<file path="src/ofd_pkg.sv">
// constants for the oscillator failure detector and calibration loops
// assumes one 50 MHz system clock; the pins are sampled, not used as clocks
// Function
// on failure while driving system clock, switch to internal 2 MHz and raise NMI
// on failure of a non-system external source, disable it, still raise NMI
// judge external source against monitor oscillator, fail below 32 kHz
// external source at exactly 32 kHz never flags a failure
// failure detector is off after reset, enabled only by protected sequence
// software writes 0xD8 to guard, then four cycles to set enable
// once enabled, detector stays enabled until next system reset
// failure interrupt cannot be masked by any setting
// two independent calibration loops, slow 2 MHz and fast 32 MHz
// an enabled loop keeps trimming its oscillator against the selected reference
// sleep freezes loop state; wake resumes from the frozen state
// a disabled loop keeps its last calibration value
// reference select zero picks internal 32 kHz RC, one picks crystal
// selecting a reference that is not yet stable has no effect
// each loop holds a three-byte count reference loaded at reset
// each loop has a two-byte word with enable and calibration value
// software selects reference first, then enables; calibration starts at once
// internal 32 kHz RC has no loop, only a software trim register
// a detected failure releases the clock configuration lock
// failure interrupt request held until acknowledged
package ofd_pkg;
    localparam logic [7:0] ADDR_GUARD = 8'h00;
    localparam logic [7:0] ADDR_FAIL = 8'h04;
    localparam logic [7:0] ADDR_CLKCTRL = 8'h08;
    localparam logic [7:0] ADDR_REFCTRL = 8'h0C;
    localparam logic [7:0] ADDR_LOOP0_CTRL = 8'h10;
    localparam logic [7:0] ADDR_LOOP1_CTRL = 8'h14;
    localparam logic [7:0] ADDR_LOOP0_CAL = 8'h18;
    localparam logic [7:0] ADDR_LOOP1_CAL = 8'h1C;
    localparam logic [7:0] ADDR_LOOP0_CNT = 8'h20;
    localparam logic [7:0] ADDR_LOOP1_CNT = 8'h24;
    localparam logic [7:0] ADDR_SLOW_TRIM = 8'h28;
    localparam logic [7:0] ADDR_STATUS = 8'h2C;
    localparam logic [7:0] GUARD_KEY = 8'hD8;
    localparam logic [2:0] GUARD_CYCLES = 3'h4;
    localparam logic [1:0] FAIL_MON_EDGES = 2'h2;
    localparam int CAL_EN_BIT = 15;
    localparam logic [14:0] CAL_RST_SLOW = 15'h0040;
    localparam logic [14:0] CAL_RST_FAST = 15'h0040;
    localparam logic [23:0] CNT_RST_SLOW = 24'h00003D;
    localparam logic [23:0] CNT_RST_FAST = 24'h0003D0;
    localparam logic [7:0] SLOW_TRIM_RST = 8'h80;
    localparam int SY_EXT = 0;
    localparam int SY_MON = 1;
    localparam int SY_RC32K = 2;
    localparam int SY_XTAL = 3;
    localparam int SY_TICK0 = 4;
    localparam int SY_EXT_RDY = 6;
    localparam int SY_RC_RDY = 7;
    localparam int SY_XTAL_RDY = 8;
    localparam int SY_N = 9;
    localparam logic [1:0] RESP_OKAY = 2'h0;
    localparam logic [1:0] RESP_SLVERR = 2'h2;
endpackage

</file>
<file path="src/ofd_top.sv">
// oscillator failure detector, two calibration loops and AXI4-Lite registers
// assumes all oscillator pins and ready levels arrive asynchronously to aclk
`timescale 1ns/1ps
module ofd_top #(
    parameter int CAL_W = 15,
    parameter int CNT_W = 24
) (
    input wire logic aclk,
    input wire logic aresetn,
    input wire logic [7:0] s_axi_awaddr,
    input wire logic s_axi_awvalid,
    output logic s_axi_awready,
    input wire logic [31:0] s_axi_wdata,
    input wire logic [3:0] s_axi_wstrb,
    input wire logic s_axi_wvalid,
    output logic s_axi_wready,
    output logic [1:0] s_axi_bresp,
    output logic s_axi_bvalid,
    input wire logic s_axi_bready,
    input wire logic [7:0] s_axi_araddr,
    input wire logic s_axi_arvalid,
    output logic s_axi_arready,
    output logic [31:0] s_axi_rdata,
    output logic [1:0] s_axi_rresp,
    output logic s_axi_rvalid,
    input wire logic s_axi_rready,
    input wire logic ext_osc_clk,
    input wire logic monitor_oscillator,
    input wire logic rc32k_clk,
    input wire logic xtal32k_clk,
    input wire logic [1:0] loop_osc_tick,
    input wire logic ext_osc_ready,
    input wire logic rc32k_ready,
    input wire logic xtal32k_ready,
    input wire logic sleep_active,
    input wire logic nmi_ack,
    output logic nmi_req,
    output logic irq_hold,
    output logic fail_detect_enable,
    output logic ext_osc_enable,
    output logic sys_clk_sel_ext,
    output logic clk_config_lock,
    output logic [7:0] slow_rc_trim,
    output logic [CAL_W-1:0] slow_loop_cal,
    output logic [CAL_W-1:0] fast_loop_cal
);
    typedef struct packed {
        logic [ofd_pkg::SY_N-1:0] s1;
        logic [ofd_pkg::SY_N-1:0] s2;
        logic [ofd_pkg::SY_N-1:0] s3;
        logic [ofd_pkg::SY_N-1:0] flt;
        logic [2:0] guard_cnt;
        logic fd_en;
        logic fail_flag;
        logic nmi;
        logic ext_en;
        logic sys_ext;
        logic lock;
        logic [1:0] ref_sel;
        logic [1:0] loop_en;
        logic [1:0][CAL_W-1:0] cal;
        logic [1:0][CNT_W-1:0] cnt_ref;
        logic [1:0][CNT_W-1:0] osc_cnt;
        logic [7:0] slow_trim;
        logic [1:0] mon_cnt;
        logic aw_held;
        logic w_held;
        logic [7:0] awaddr;
        logic [31:0] wdata;
        logic [3:0] wstrb;
        logic bvalid;
        logic [1:0] bresp;
        logic rvalid;
        logic [1:0] rresp;
        logic [31:0] rdata;
    } ofd_state_t;

    ofd_state_t st_reg;
    ofd_state_t st_next;
    logic [ofd_pkg::SY_N-1:0] rise;
    logic [1:0] ref_rise;
    logic fail_event;
    logic guard_open;
    logic wr_fire;
    logic rd_fire;

    // merge a write into a 32-bit image by byte enables
    function automatic logic [31:0] ofd_merge(input logic [31:0] old, input logic [31:0] d, input logic [3:0] be);
        logic [31:0] r;
        r = old;
        for (int b = 0; b < 4; b++) begin
            if (be[b]) begin
                r[8*b +: 8] = d[8*b +: 8];
            end
        end
        return r;
    endfunction

    assign guard_open = (st_reg.guard_cnt != 3'h0);
    assign wr_fire = st_reg.aw_held && st_reg.w_held && !st_reg.bvalid;
    assign rd_fire = s_axi_arvalid && s_axi_arready;
    assign s_axi_awready = !st_reg.aw_held && !st_reg.bvalid;
    assign s_axi_wready = !st_reg.w_held && !st_reg.bvalid;
    assign s_axi_arready = !st_reg.rvalid;

    always_comb begin
        logic [31:0] img;
        logic [31:0] rd;
        logic ok;
        ofd_state_t keep;
        img = '0;
        keep = '0;
        rd = '0;
        ok = 1'b1;
        st_next = st_reg;
        // three-stage sampling, change counts when stages two and three agree
        st_next.s1 = {xtal32k_ready, rc32k_ready, ext_osc_ready, loop_osc_tick,
            xtal32k_clk, rc32k_clk, monitor_oscillator, ext_osc_clk};
        st_next.s2 = st_reg.s1;
        st_next.s3 = st_reg.s2;
        for (int k = 0; k < ofd_pkg::SY_N; k++) begin
            if (st_reg.s2[k] == st_reg.s3[k]) begin
                st_next.flt[k] = st_reg.s3[k];
            end
        end
        rise = st_next.flt & ~st_reg.flt;
        if (st_reg.guard_cnt != 3'h0) begin
            st_next.guard_cnt = st_reg.guard_cnt - 3'h1;
        end

        // failure detection: too many monitor edges without an external edge
        fail_event = 1'b0;
        if (st_reg.fd_en && st_reg.ext_en) begin
            if (rise[ofd_pkg::SY_EXT]) begin
                st_next.mon_cnt = 2'h0;
            end else if (rise[ofd_pkg::SY_MON]) begin
                if (st_reg.mon_cnt == ofd_pkg::FAIL_MON_EDGES - 2'h1) begin
                    fail_event = 1'b1; // see R3
                    st_next.mon_cnt = 2'h0;
                end else begin
                    st_next.mon_cnt = st_reg.mon_cnt + 2'h1;
                end
            end
        end else begin
            st_next.mon_cnt = 2'h0;
        end

        // calibration loops, one per oscillator
        for (int i = 0; i < 2; i++) begin
            ref_rise[i] = st_reg.ref_sel[i] ? rise[ofd_pkg::SY_XTAL] : rise[ofd_pkg::SY_RC32K];
            if (st_reg.loop_en[i] && !sleep_active) begin // see R9 see R11
                if (ref_rise[i]) begin
                    st_next.osc_cnt[i] = '0;
                    if (st_reg.osc_cnt[i] < st_reg.cnt_ref[i] && st_reg.cal[i] != '1) begin
                        st_next.cal[i] = st_reg.cal[i] + 1'b1;
                    end else if (st_reg.osc_cnt[i] > st_reg.cnt_ref[i] && st_reg.cal[i] != '0) begin
                        st_next.cal[i] = st_reg.cal[i] - 1'b1;
                    end
                end else if (rise[ofd_pkg::SY_TICK0 + i]) begin
                    st_next.osc_cnt[i] = st_reg.osc_cnt[i] + 1'b1;
                end
            end
        end

        // bus write side
        if (s_axi_awvalid && s_axi_awready) begin
            st_next.aw_held = 1'b1;
            st_next.awaddr = s_axi_awaddr;
        end
        if (s_axi_wvalid && s_axi_wready) begin
            st_next.w_held = 1'b1;
            st_next.wdata = s_axi_wdata;
            st_next.wstrb = s_axi_wstrb;
        end
        if (wr_fire) begin
            st_next.aw_held = 1'b0;
            st_next.w_held = 1'b0;
            st_next.bvalid = 1'b1;
            img = ofd_merge('0, st_reg.wdata, st_reg.wstrb);
            unique case ({st_reg.awaddr[7:2], 2'b00})
                ofd_pkg::ADDR_GUARD: begin
                    if (st_reg.wstrb[0] && img[7:0] == ofd_pkg::GUARD_KEY) begin
                        st_next.guard_cnt = ofd_pkg::GUARD_CYCLES;
                    end
                end
                ofd_pkg::ADDR_FAIL: begin
                    if (guard_open && st_reg.wstrb[0] && img[0]) begin
                        st_next.fd_en = 1'b1; // see R5 see R6
                        st_next.guard_cnt = 3'h0;
                    end
                end
                ofd_pkg::ADDR_CLKCTRL: begin
                    if (st_reg.wstrb[0]) begin
                        st_next.ext_en = img[0];
                        if (guard_open && !st_reg.lock) begin
                            st_next.sys_ext = img[1] && st_reg.flt[ofd_pkg::SY_EXT_RDY];
                            st_next.lock = img[2];
                            st_next.guard_cnt = 3'h0;
                        end
                    end
                end
                ofd_pkg::ADDR_REFCTRL: begin
                    for (int i = 0; i < 2; i++) begin
                        if (st_reg.wstrb[0]) begin
                            if (img[i] ? st_reg.flt[ofd_pkg::SY_XTAL_RDY] : st_reg.flt[ofd_pkg::SY_RC_RDY]) begin
                                st_next.ref_sel[i] = img[i];
                            end
                        end
                    end
                end
                ofd_pkg::ADDR_LOOP0_CTRL, ofd_pkg::ADDR_LOOP1_CTRL: begin
                    if (st_reg.wstrb[0]) begin
                        st_next.loop_en[st_reg.awaddr[2]] = img[0];
                    end
                end
                ofd_pkg::ADDR_LOOP0_CAL, ofd_pkg::ADDR_LOOP1_CAL: begin
                    img = ofd_merge({16'h0000, st_reg.loop_en[st_reg.awaddr[2]], st_reg.cal[st_reg.awaddr[2]]},
                        st_reg.wdata, st_reg.wstrb);
                    st_next.cal[st_reg.awaddr[2]] = img[CAL_W-1:0];
                    st_next.loop_en[st_reg.awaddr[2]] = img[ofd_pkg::CAL_EN_BIT];
                end
                ofd_pkg::ADDR_LOOP0_CNT, ofd_pkg::ADDR_LOOP1_CNT: begin
                    img = ofd_merge({8'h00, st_reg.cnt_ref[st_reg.awaddr[2]]}, st_reg.wdata, st_reg.wstrb);
                    st_next.cnt_ref[st_reg.awaddr[2]] = img[CNT_W-1:0];
                end
                ofd_pkg::ADDR_SLOW_TRIM: begin
                    if (st_reg.wstrb[0]) begin
                        st_next.slow_trim = img[7:0];
                    end
                end
                default: begin
                    ok = 1'b0;
                end
            endcase
            st_next.bresp = ok ? ofd_pkg::RESP_OKAY : ofd_pkg::RESP_SLVERR;
        end
        if (st_reg.bvalid && s_axi_bready) begin
            st_next.bvalid = 1'b0;
        end

        // bus read side
        if (rd_fire) begin
            ok = 1'b1;
            unique case ({s_axi_araddr[7:2], 2'b00})
                ofd_pkg::ADDR_GUARD: rd = {31'h0, guard_open};
                ofd_pkg::ADDR_FAIL: rd = {30'h0, st_reg.fail_flag, st_reg.fd_en};
                ofd_pkg::ADDR_CLKCTRL: rd = {29'h0, st_reg.lock, st_reg.sys_ext, st_reg.ext_en};
                ofd_pkg::ADDR_REFCTRL: rd = {30'h0, st_reg.ref_sel};
                ofd_pkg::ADDR_LOOP0_CTRL, ofd_pkg::ADDR_LOOP1_CTRL: rd = {31'h0, st_reg.loop_en[s_axi_araddr[2]]};
                ofd_pkg::ADDR_LOOP0_CAL, ofd_pkg::ADDR_LOOP1_CAL:
                    rd = {16'h0000, st_reg.loop_en[s_axi_araddr[2]], st_reg.cal[s_axi_araddr[2]]};
                ofd_pkg::ADDR_LOOP0_CNT, ofd_pkg::ADDR_LOOP1_CNT: rd = {8'h00, st_reg.cnt_ref[s_axi_araddr[2]]};
                ofd_pkg::ADDR_SLOW_TRIM: rd = {24'h0, st_reg.slow_trim};
                ofd_pkg::ADDR_STATUS: rd = {28'h0, st_reg.flt[ofd_pkg::SY_XTAL_RDY], st_reg.flt[ofd_pkg::SY_RC_RDY],
                    st_reg.flt[ofd_pkg::SY_EXT_RDY], sleep_active};
                default: ok = 1'b0;
            endcase
            st_next.rvalid = 1'b1;
            st_next.rdata = rd;
            st_next.rresp = ok ? ofd_pkg::RESP_OKAY : ofd_pkg::RESP_SLVERR;
        end else if (st_reg.rvalid && s_axi_rready) begin
            st_next.rvalid = 1'b0;
        end

        // failure reaction wins over any software write in the same cycle
        if (nmi_ack) begin
            st_next.nmi = 1'b0;
        end
        if (fail_event) begin
            st_next.fail_flag = 1'b1;
            st_next.nmi = 1'b1; // see R8
            st_next.ext_en = 1'b0;
            st_next.sys_ext = 1'b0;
            st_next.lock = 1'b0;
        end

        if (!aresetn) begin
            keep = st_next;
            st_next = '0;
            st_next.s1 = keep.s1;
            st_next.s2 = keep.s2;
            st_next.s3 = keep.s3;
            st_next.flt = keep.flt;
            st_next.cal[0] = CAL_W'(ofd_pkg::CAL_RST_SLOW);
            st_next.cal[1] = CAL_W'(ofd_pkg::CAL_RST_FAST);
            st_next.cnt_ref[0] = CNT_W'(ofd_pkg::CNT_RST_SLOW);
            st_next.cnt_ref[1] = CNT_W'(ofd_pkg::CNT_RST_FAST);
            st_next.slow_trim = ofd_pkg::SLOW_TRIM_RST;
        end
    end

    always_ff @(posedge aclk) begin
        st_reg <= st_next;
    end

    assign s_axi_bvalid = st_reg.bvalid;
    assign s_axi_bresp = st_reg.bresp;
    assign s_axi_rvalid = st_reg.rvalid;
    assign s_axi_rresp = st_reg.rresp;
    assign s_axi_rdata = st_reg.rdata;
    assign nmi_req = st_reg.nmi;
    assign irq_hold = guard_open;
    assign fail_detect_enable = st_reg.fd_en;
    assign ext_osc_enable = st_reg.ext_en;
    assign sys_clk_sel_ext = st_reg.sys_ext;
    assign clk_config_lock = st_reg.lock;
    assign slow_rc_trim = st_reg.slow_trim;
    assign slow_loop_cal = st_reg.cal[0];
    assign fast_loop_cal = st_reg.cal[1];
endmodule

</file>
<file path="config.mk">
export PLATFORM = sky130hd
export DESIGN_NAME = ofd_top
export DESIGN_NICKNAME = d
export VERILOG_FILES = /design/src/ofd_pkg.sv /design/src/ofd_top.sv
export SDC_FILE = /design/constraint.sdc
export NUM_CORES = 1
export LEC_CHECK = 0
export BUFFER_PORTS_ARGS = -buffer_cell sky130_fd_sc_hd__buf_2
export CAP_MARGIN = 20
export CORE_MARGIN = 4
export CORE_UTILIZATION = 59
export CTS_CLUSTER_SIZE = 20
export DETAILED_ROUTE_END_ITERATION = 10
export HOLD_SLACK_MARGIN = 0.15
export PLACE_DENSITY = 0.79
export SKIP_CTS_REPAIR_TIMING = 1
export SLEW_MARGIN = 40
export SYNTH_ARGS = -nofsm -noshare
export SYNTH_HDL_FRONTEND = slang
export SYNTH_SLANG_ARGS = --single-unit
</file>
<file path="constraint.sdc">
create_clock -name aclk -period 3.2 [get_ports aclk]
set_input_delay 0.64 -clock aclk [delete_from_list [all_inputs] [get_ports aclk]]
set_output_delay 0.64 -clock aclk [all_outputs]
set_load 0.02 [all_outputs]
</file>
==> results of run 1 <==
==> synthesized netlist by cell type, types with 21 or more instances <==
| cell type | instances | area share, % |
|---|---|---|
| a21boi_0 | 32 | 1.7 |
| a21oi_1 | 79 | 2.8 |
| and2_1 | 67 | 3.0 |
| buf_4 | 74 | 4.0 |
| clkbuf_1 | 81 | 2.2 |
| dfxtp_1 | 245 | 35 |
| ha_1 | 58 | 5.2 |
| inv_1 | 64 | 1.7 |
| mux2i_1 | 63 | 4.5 |
| nand2_1 | 243 | 6.6 |
| nand2b_1 | 25 | 1.1 |
| nand3_1 | 60 | 2.2 |
| nand4_1 | 22 | 0.99 |
| nor2_1 | 115 | 3.1 |
| nor2b_1 | 37 | 1.7 |
| nor3_1 | 25 | 0.90 |
| o211ai_1 | 21 | 1.1 |
| o21ai_0 | 112 | 4.0 |
| xnor2_1 | 24 | 1.5 |
| xor2_1 | 36 | 2.3 |
==> stage by stage <==
stage	util, %	power [uW]	instance area, sq um
after floorplan	-	3700	13900
after global placement	62.8	3850	14400
after detailed placement	62.8	3860	14400
after CTS	67.0	7160	15300
after global routing	67.2	7380	15400
final	67.2	7130	15400
==> logic make-up (layout without fill, tap and decap cells) <==
kind of cell / count (synthesis) / in the layout / synth area share [%]
buf+inv: 235 / 296 / 8.44
xor+xnor: 60 / 60 / 3.79
other cells: 1 / 10 / 0.0270
mux: 84 / 84 / 6.49
fa+ha+maj: 64 / 64 / 5.66
flops: 248 / 248 / 36.0
simple gates: 666 / 666 / 23.1
compound gates: 356 / 356 / 16.5
==> worst paths after layout <==
kind | from | end | slack (ps) | cells past startpoint
setup / recovery | register | slow_loop_cal[6] | 160 | 11
setup reg to reg | register | slow_loop_cal[6] | 160 | 11
hold / removal | rc32k_ready | st_reg[267] | 190 | 1
hold reg to reg | st_reg[267] | st_reg[258] | 330 | 0
==> area by class of cell <==
type,instances,area [sq um],area share [%]
clock buffers,37,763,4.96
clock inverters,13,191,1.24
inverters,64,240,1.56
multi-input cells,1240,7770,50.5
flip-flops and latches,248,5000,32.5
well taps,313,392,2.54
repair buffers,182,1040,6.76
==> metal layers <==
layer / track usage (%) / vias up / share of wire (%)
met5: 0 / - / 0
met4: 6.71 / 0 / 2.1
met3: 4.75 / 69 / 8.4
met2: 45.5 / 543 / 46
met1: 39.2 / 5749 / 44
li1: - / 5959 / -
==> power groups by stage <==
stage	sequential [uW]	combinational, uW	clock [uW]
floorplan	3280	416	0
global placement	3310	538	0
detailed placement	3310	550	0
CTS	3250	557	3360
global route	3260	619	3500
finish	3250	558	3330
==> summary.md, run 1 <==
| Metric | Value |
|---|---|
| Status | finished, final reports clean |
| Slew Limit Headroom | 48.1% |
| Num Clock Sinks | 248 |
| Area grow syn2layout | 10.9% |
| Core footprint | 0.0229 sq mm |
| Measured slew at the worst slew-check pin | 777 ps |
| Worst setup path category | register to register |
| Worst VDD drop | 495 uV |
| Buffers and inverters on the worst path | 1 |
| P_leak | 0.00633 uW |
| First-pass DRT Iterations | 6 |
| Fin Hold WS | 192 ps |
| Max Clk Rate | 329 MHz |
| Global route overflow | 0 |
| CP top delay family | compound AO/OA/AOI/OAI gates |
| Routability cong. | 0.980 |
| Worst-path fanout max | 7 |
| Die area | 0.0261 sq mm |
| Clock Pin Slew Worst Setup and Hold Paths | 60 ps |
| Vias per std cell | 5.88 |
| Total GRT Usage | 28.0% |
| Clk_lat worst skew | 550 ps |
| Worst EP required | 3640 ps |
| Syn Area/Cell | 8.10 sq um |
| # Max-Cap Violations | 0 |
| Comb pwr share | 7.8% |
| Tcrit/Tclk final | 95.0% |
| Initial antenna violation count | 0 |
| CP arrival | 3480 ps |
| Slowest CP cell | or4b_1 |
| Setup TNS | 0 ps |
| Flops & latches, synth | 248 |
| DRC | 0 |
| Final net count | 1891 |
| Standard-cell row count | 55 |
| Fin. max-slew vios | 0 |
| Finish-stage setup viols | 0 |
| Die width | 161 microns |
| Layout cells sized above 1 | 15.1% |
| Htree depth | 1 |
| Dpl hpwl | 27800 microns |
| Global-route wire length before repair | 60500 microns |
| PwrDens | 463 mW/mm^2 |
| Synth Flop Type | dfxtp_1 |
| Setup WS post-layout | 160 ps |
| Yosys cell types | 73 |
| Sequential area share after synthesis | 36.0% |
| Vias | 12320 |
| Min cycle time layout | 3040 ps |
| Place WS | 80.9 ps |
| Die H | 161 microns |
| Most frequent cells in the layout | 243 x dfxtp_1, 242 x nand2_1, 130 x buf_2 |
| Internal | 5380 uW |
| Fillers | 1879 |
| Starting density of the core | 60.6% |
| Net Sw Power | 1750 uW |
| Antenna Cells | 0 |
| DRT Wirelength | 38100 microns |
| CP max stage delay | 590 ps |
| Startpoint Class | register |
| ANT nets after route | 0 |
| Per-cell routed wire length | 18.1 microns |
| TritonCTS clock tree | built |
| Clock skew | 6.37 ps |
| Number of placed I/O pins | 155 |
| Yosys warnings | 0 |
| Unrepaired setup endpoints after global routing | false |
| DR iter-0 viols | 1484 |
| Asr flop ratio synth | 0% |
| Largest net degree at the start of global routing | 65 |
| Vias in the first global route | 11545 |
| Hold Vio Cnt, Final | 0 |
| Sw Ratio | 24.5% |
| Clock power share | 46.6% |
| Flop pwr share | 45.5% |
| Post-synth EDFFs | 3 |
| Crit end category | register |
| # port buffers | 131 |
| Most common cell after layout, fill and taps aside | dfxtp_1 |
| Clock buffer depth | 3 |
| Mapped cell area | 0.0139 sq mm |
| Non-filler cells, final | 2097 |
| Cell count after synthesis | 1714 |
| Hold Path Class | input port to register |
| Placed insts | 2043 |
| TritonCTS Buffers | 27 |
| Root buffer cell | clkbuf_16 |
| Ordered list of cells on the worst path | inv_1, ha_1, a21o_1, a211oi_2, o21ai_2, a2111oi_4, o311ai_4, or4b_1, a22oi_2, xor2_1, o22a_1 |
Note: power is estimated with default switching activity, not from simulation.
==> run 2, diff against run 1 <==
--- a/config.mk
+++ b/config.mk
@@ -7,7 +7,7 @@
 export LEC_CHECK = 0
 export BUFFER_PORTS_ARGS = -buffer_cell sky130_fd_sc_hd__buf_2
 export CAP_MARGIN = 20
-export CORE_MARGIN = 4
+export CORE_MARGIN = 3
 export CORE_UTILIZATION = 59
 export CTS_CLUSTER_SIZE = 20
 export DETAILED_ROUTE_END_ITERATION = 10
==> summary.md, run 2 (synthesized netlist as in run 1, its figures left out) <==
| Metric | Value |
|---|---|
| Buffers and inverters on the worst path | 1 (unchanged) |
| Status | finished, final reports clean |
| ANT nets after route | 0 (unchanged) |
| Worst setup path category | register to register |
| Die H | 159 microns (-1.2%) |
| Clock buffer depth | 3 (unchanged) |
| Root buffer cell | clkbuf_16 |
| TritonCTS Buffers | 27 (unchanged) |
| Finish-stage setup viols | 0 (unchanged) |
| Clock Pin Slew Worst Setup and Hold Paths | 60 ps (about the same) |
| Number of placed I/O pins | 155 (unchanged) |
| Worst EP required | 3630 ps (about the same) |
| First-pass DRT Iterations | 5 (-1) |
| Final net count | 1882 (-0.48%) |
| Fin Hold WS | 204 ps (+11.5 ps) |
| Total GRT Usage | 28.5% (+0.45 points) |
| Htree depth | 1 (unchanged) |
| Startpoint Class | register |
| Global-route wire length before repair | 60200 microns (-0.46%) |
| TritonCTS clock tree | built |
| Clock skew | 24.2 ps (+17.8 ps) |
| Most common cell after layout, fill and taps aside | dfxtp_1 |
| Die area | 0.0254 sq mm (-2.5%) |
| Layout cells sized above 1 | 14.8% (-0.31 points) |
| Largest net degree at the start of global routing | 64 (-1.5%) |
| Hold Path Class | input port to register |
| Worst-path fanout max | 6 (-1) |
| Vias in the first global route | 11433 (-0.97%) |
| PwrDens | 463 mW/mm^2 (-0.14%) |
| Min cycle time layout | 3030 ps (-8.84 ps) |
| Global route overflow | 0 (unchanged) |
| Clk_lat worst skew | 540 ps (about the same) |
| Per-cell routed wire length | 18.0 microns (-0.56%) |
| Routability cong. | 0.981 (+0.10%) |
| DR iter-0 viols | 1266 (-15%) |
| Vias per std cell | 5.90 (+0.37%) |
| P_leak | 0.00628 uW (-0.77%) |
| Standard-cell row count | 55 (unchanged) |
| Core footprint | 0.0229 sq mm (unchanged) |
| Die width | 159 microns (-1.2%) |
| Most frequent cells in the layout | 244 x dfxtp_1, 242 x nand2_1, 130 x buf_2 |
| Worst VDD drop | 490 uV (-1.1%) |
| Antenna Cells | 0 (unchanged) |
| Slew Limit Headroom | 46.8% (-1.3 points) |
| CP max stage delay | 580 ps (about the same) |
| Tcrit/Tclk final | 94.7% (-0.28 points) |
| Setup TNS | 0 ps (unchanged) |
| Dpl hpwl | 27400 microns (-1.4%) |
| Ordered list of cells on the worst path | inv_1, ha_1, a21o_1, a211oi_2, o21ai_2, a2111oi_4, o311ai_4, or4b_1, a22oi_2, xor2_1, o22a_1 |
| Vias | 12307 (-0.11%) |
| CP top delay family | compound AO/OA/AOI/OAI gates |
| Area grow syn2layout | 10.4% |
| Crit end category | register |
| Starting density of the core | 60.6% (unchanged) |
| DRT Wirelength | 37700 microns (-1.0%) |
| Slowest CP cell | or4b_1 |
| Total power | 7090 uW (-0.59%) |
| Initial antenna violation count | 0 (unchanged) |
| Fin. max-slew vios | 0 (unchanged) |
| Measured slew at the worst slew-check pin | 797 ps (+19.3 ps) |
| Max Clk Rate | 330 MHz (+0.29%) |
| CP arrival | 3460 ps (-20 ps) |
| # Max-Cap Violations | 0 (unchanged) |
| Hold Vio Cnt, Final | 0 (unchanged) |
| Unrepaired setup endpoints after global routing | false |
| DRC | 0 (unchanged) |
| Num Clock Sinks | 248 (unchanged) |
| # port buffers | 131 (unchanged) |
[run 2: layer usage]
layer  track usage, %  part of all wire (%)  up-vias
li1                 -                     -     5936
met1             39.3                    43     5801
met2             45.8                    46      503
met3             5.57                   8.2       67
met4             7.88                   2.6        0
met5                0                     0        -
[run 2: power breakdown]
group	leakage, uW	total, uW	switching [uW]	internal [uW]
clock	0.000474	3290	1270	2020
combinational	0.00378	551	348	203
sequential	0.00202	3250	72.1	3180
[run 2: path summary, 6_finish.rpt]
| check | start | slack [ps] | endpoint | cells after the start |
|---|---|---|---|---|
| max | register | 170 | slow_loop_cal[6] | 11 |
| min | loop_osc_tick[0] | 200 | st_reg[264] | 1 |
| max reg2reg | register | 170 | slow_loop_cal[6] | 11 |
| min reg2reg | st_reg[261] | 330 | st_reg[252] | 0 |
[run 2: per-stage QoR]
stage	utilization (%)	instance area, sq um	instances	worst slack [ps]
3_5_place_dp	62.6	14400	2038	171
3_3_place_gp	62.6	14400	2038	211
5_1_grt	66.9	15300	2087	25.2
2_1_floorplan	-	13900	1723	415
4_1_cts	66.8	15300	2087	151
6_report	66.9	15300	2087	169
[run 2: worst register-to-register path: stages (launching register included)]
cell and delay [ps]:
dfxtp_1 380, inv_1 70, ha_1 290, a21o_1 180, a211oi_2 270, o21ai_2 120, a2111oi_4 390, o311ai_4 200
or4b_1 580, a22oi_2 160, xor2_1 100, o22a_1 180
[run 2: final cells by class]
cell class	instances	area, sq um
Clock buffer	36	779
Clock inverter	13	171
Fill cell	1871	7590
Inverter	64	240
Multi-Input combinational cell	1240	7770
Sequential cell	248	5000
Tap cell	313	392
Timing Repair Buffer	173	973
==> run 3, diff against run 2 <==
--- a/config.mk
+++ b/config.mk
@@ -9,6 +9,7 @@
 export CAP_MARGIN = 20
 export CORE_MARGIN = 3
 export CORE_UTILIZATION = 59
+export CTS_BUF_LIST = sky130_fd_sc_hd__clkbuf_16
 export CTS_CLUSTER_SIZE = 20
 export DETAILED_ROUTE_END_ITERATION = 10
 export HOLD_SLACK_MARGIN = 0.15
==> summary.md, run 3 (synthesized netlist as in run 1, its figures left out) <==
| Metric | Value |
|---|---|
| CP top delay family | compound AO/OA/AOI/OAI gates |
| Post-Layout Inst Area | 0.0153 sq mm (-0.44%) |
| Initial antenna violation count | 1 (+1) |
| Vias in the first global route | 11460 (+0.24%) |
| Setup TNS | 0 ps (unchanged) |
| CP arrival | 3510 ps (+50 ps) |
| Buffers and inverters on the worst path | 1 (unchanged) |
| Max Clk Rate | 325 MHz (-1.6%) |
| Die area | 0.0254 sq mm (unchanged) |
| Clock buffer depth | 3 (unchanged) |
| Unrepaired setup endpoints after global routing | false |
| Fin util | 66.6% (-0.29 points) |
| Post-placement cell area | 0.0144 sq mm (unchanged) |
| P_leak | 0.00625 uW (-0.50%) |
| Worst-path fanout max | 6 (unchanged) |
| Placed insts | 2038 (unchanged) |
| Vias | 12250 (-0.46%) |
| Htree depth | 1 (unchanged) |
| Slowest CP cell | or4b_1 |
| Most frequent cells in the layout | 244 x dfxtp_1, 241 x nand2_1, 130 x buf_2 |
| Finish-stage setup viols | 0 (unchanged) |
| Starting density of the core | 60.6% (unchanged) |
| Area grow syn2layout | 9.88% |
| Hold Path Class | input port to register |
| Slew Limit Headroom | 52.3% (+5.5 points) |
| Status | finished, final reports clean |
| TritonCTS Buffers | 27 (unchanged) |
| Non-filler cells, final | 2087 (unchanged) |
| Number of placed I/O pins | 155 (unchanged) |
| Worst setup path category | register to register |
| Most common cell after layout, fill and taps aside | dfxtp_1 |
| TritonCTS clock tree | built |
| Ordered list of cells on the worst path | inv_1, ha_1, a21o_1, a211oi_2, o21ai_2, a2111oi_4, o311ai_4, or4b_1, a22oi_2, xor2_1, o22a_1 |
| Per-cell routed wire length | 17.9 microns (-0.67%) |
| Die width | 159 microns (unchanged) |
| Worst r2r dst | slow_loop_cal[6] |
| Worst setup path end | slow_loop_cal[6] |
| Final net count | 1882 (unchanged) |
| PwrDens | 453 mW/mm^2 (-2.1%) |
| Clk_lat worst skew | 530 ps (about the same) |
| Hold Vio Cnt, Final | 0 (unchanged) |
| Layout cells sized above 1 | 14.4% (-0.34 points) |
| Levels on crit path | 11 (unchanged) |
| Worst VDD drop | 523 uV (+6.8%) |
| R2R setup slack | 120 ps (-50 ps) |
| Antenna Cells | 0 (unchanged) |
| Largest net degree at the start of global routing | 64 (unchanged) |
| CP max stage delay | 580 ps (about the same) |
| Startpoint Class | register |
| Min cycle time layout | 3080 ps (+49.4 ps) |
| Worst r2r path cells | 11 (unchanged) |
| # port buffers | 131 (unchanged) |
| DRT Wirelength | 37400 microns (-0.67%) |
| Total GRT Usage | 28.3% (-0.22 points) |
| Vias per std cell | 5.87 (-0.46%) |
| Routability cong. | 0.981 (unchanged) |
| # Max-Cap Violations | 0 (unchanged) |
| Core footprint | 0.0229 sq mm (unchanged) |
| First-pass DRT Iterations | 8 (+3) |
| Global route overflow | 0 (unchanged) |
| Fin. max-slew vios | 0 (unchanged) |
| Crit end category | register |
| Measured slew at the worst slew-check pin | 714 ps (-82.7 ps) |
| Root buffer cell | clkbuf_16 |
| ANT nets after route | 0 (unchanged) |
| Worst EP required | 3630 ps (about the same) |
| Die H | 159 microns (unchanged) |
| Global-route wire length before repair | 59800 microns (-0.72%) |
| Num Clock Sinks | 248 (unchanged) |
| Clock skew | 20.3 ps (-3.82 ps) |
| DR iter-0 viols | 1332 (+5.2%) |
| DRC | 0 (unchanged) |
| Clock Pin Slew Worst Setup and Hold Paths | 60 ps (about the same) |
| Dpl hpwl | 27400 microns (unchanged) |
| Tcrit/Tclk final | 96.3% (+1.5 points) |
| Standard-cell row count | 55 (unchanged) |
run 3: cell types whose count changed in the layout (fill, tap and decap cells not counted):
cell / previous run / this run
clkinv_1: 0 / 7
nand2_2: 1 / 2
inv_1: 64 / 66
nand2_1: 242 / 241
clkbuf_8: 7 / 0
clkbuf_1: 2 / 0
run 3: stage by stage:
step | hold WS [ps] | total power (uW) | setup WS (ps)
2_1_floorplan | 310 | 3700 | 415
4_1_cts | 188 | 6950 | 157
3_3_place_gp | 310 | 3850 | 211
6_report | 206 | 6910 | 119
3_5_place_dp | 312 | 3860 | 171
5_1_grt | 191 | 7150 | 1.46
run 3: worst register-to-register path, stage by stage, from the launching register on:
cell,delay [ps]
dfxtp_1,370
inv_1,70
ha_1,290
a21o_1,180
a211oi_2,280
o21ai_2,130
a2111oi_4,430
o311ai_4,200
or4b_1,580
a22oi_2,160
xor2_1,100
o22a_1,180
run 3: worst min path at each step:
stage	startpoint	end	slack, ps	depth (start not counted)
global route	loop_osc_tick[0]	st_reg[264]	190	1
global placement	st_reg[260]	st_reg[251]	310	0
CTS	loop_osc_tick[0]	st_reg[264]	190	1
detailed placement	st_reg[262]	st_reg[253]	310	0
floorplan	st_reg[260]	st_reg[251]	310	0
finish	loop_osc_tick[0]	st_reg[264]	210	1
run 3: layout make-up:
cell class                 instances  area [sq um]
timing repair buffer             173           973
fill                            1884          7660
clock inverter                    22           205
sequential                       248          5000
multi-input combinational       1240          7770
inverter                          64           240
tap                              313           392
clock buffer                      27           676
run 3: where the power goes:
group / internal, uW / switching [uW]
clock network: 1850 / 1260
logic: 203 / 350
registers: 3180 / 72.3
run 3: metal layers:
layer	wire length, microns	track usage, %
met5	13	0
met2	16900	44.9
met3	3090	6.01
met1	16400	38.9
met4	995	8.28
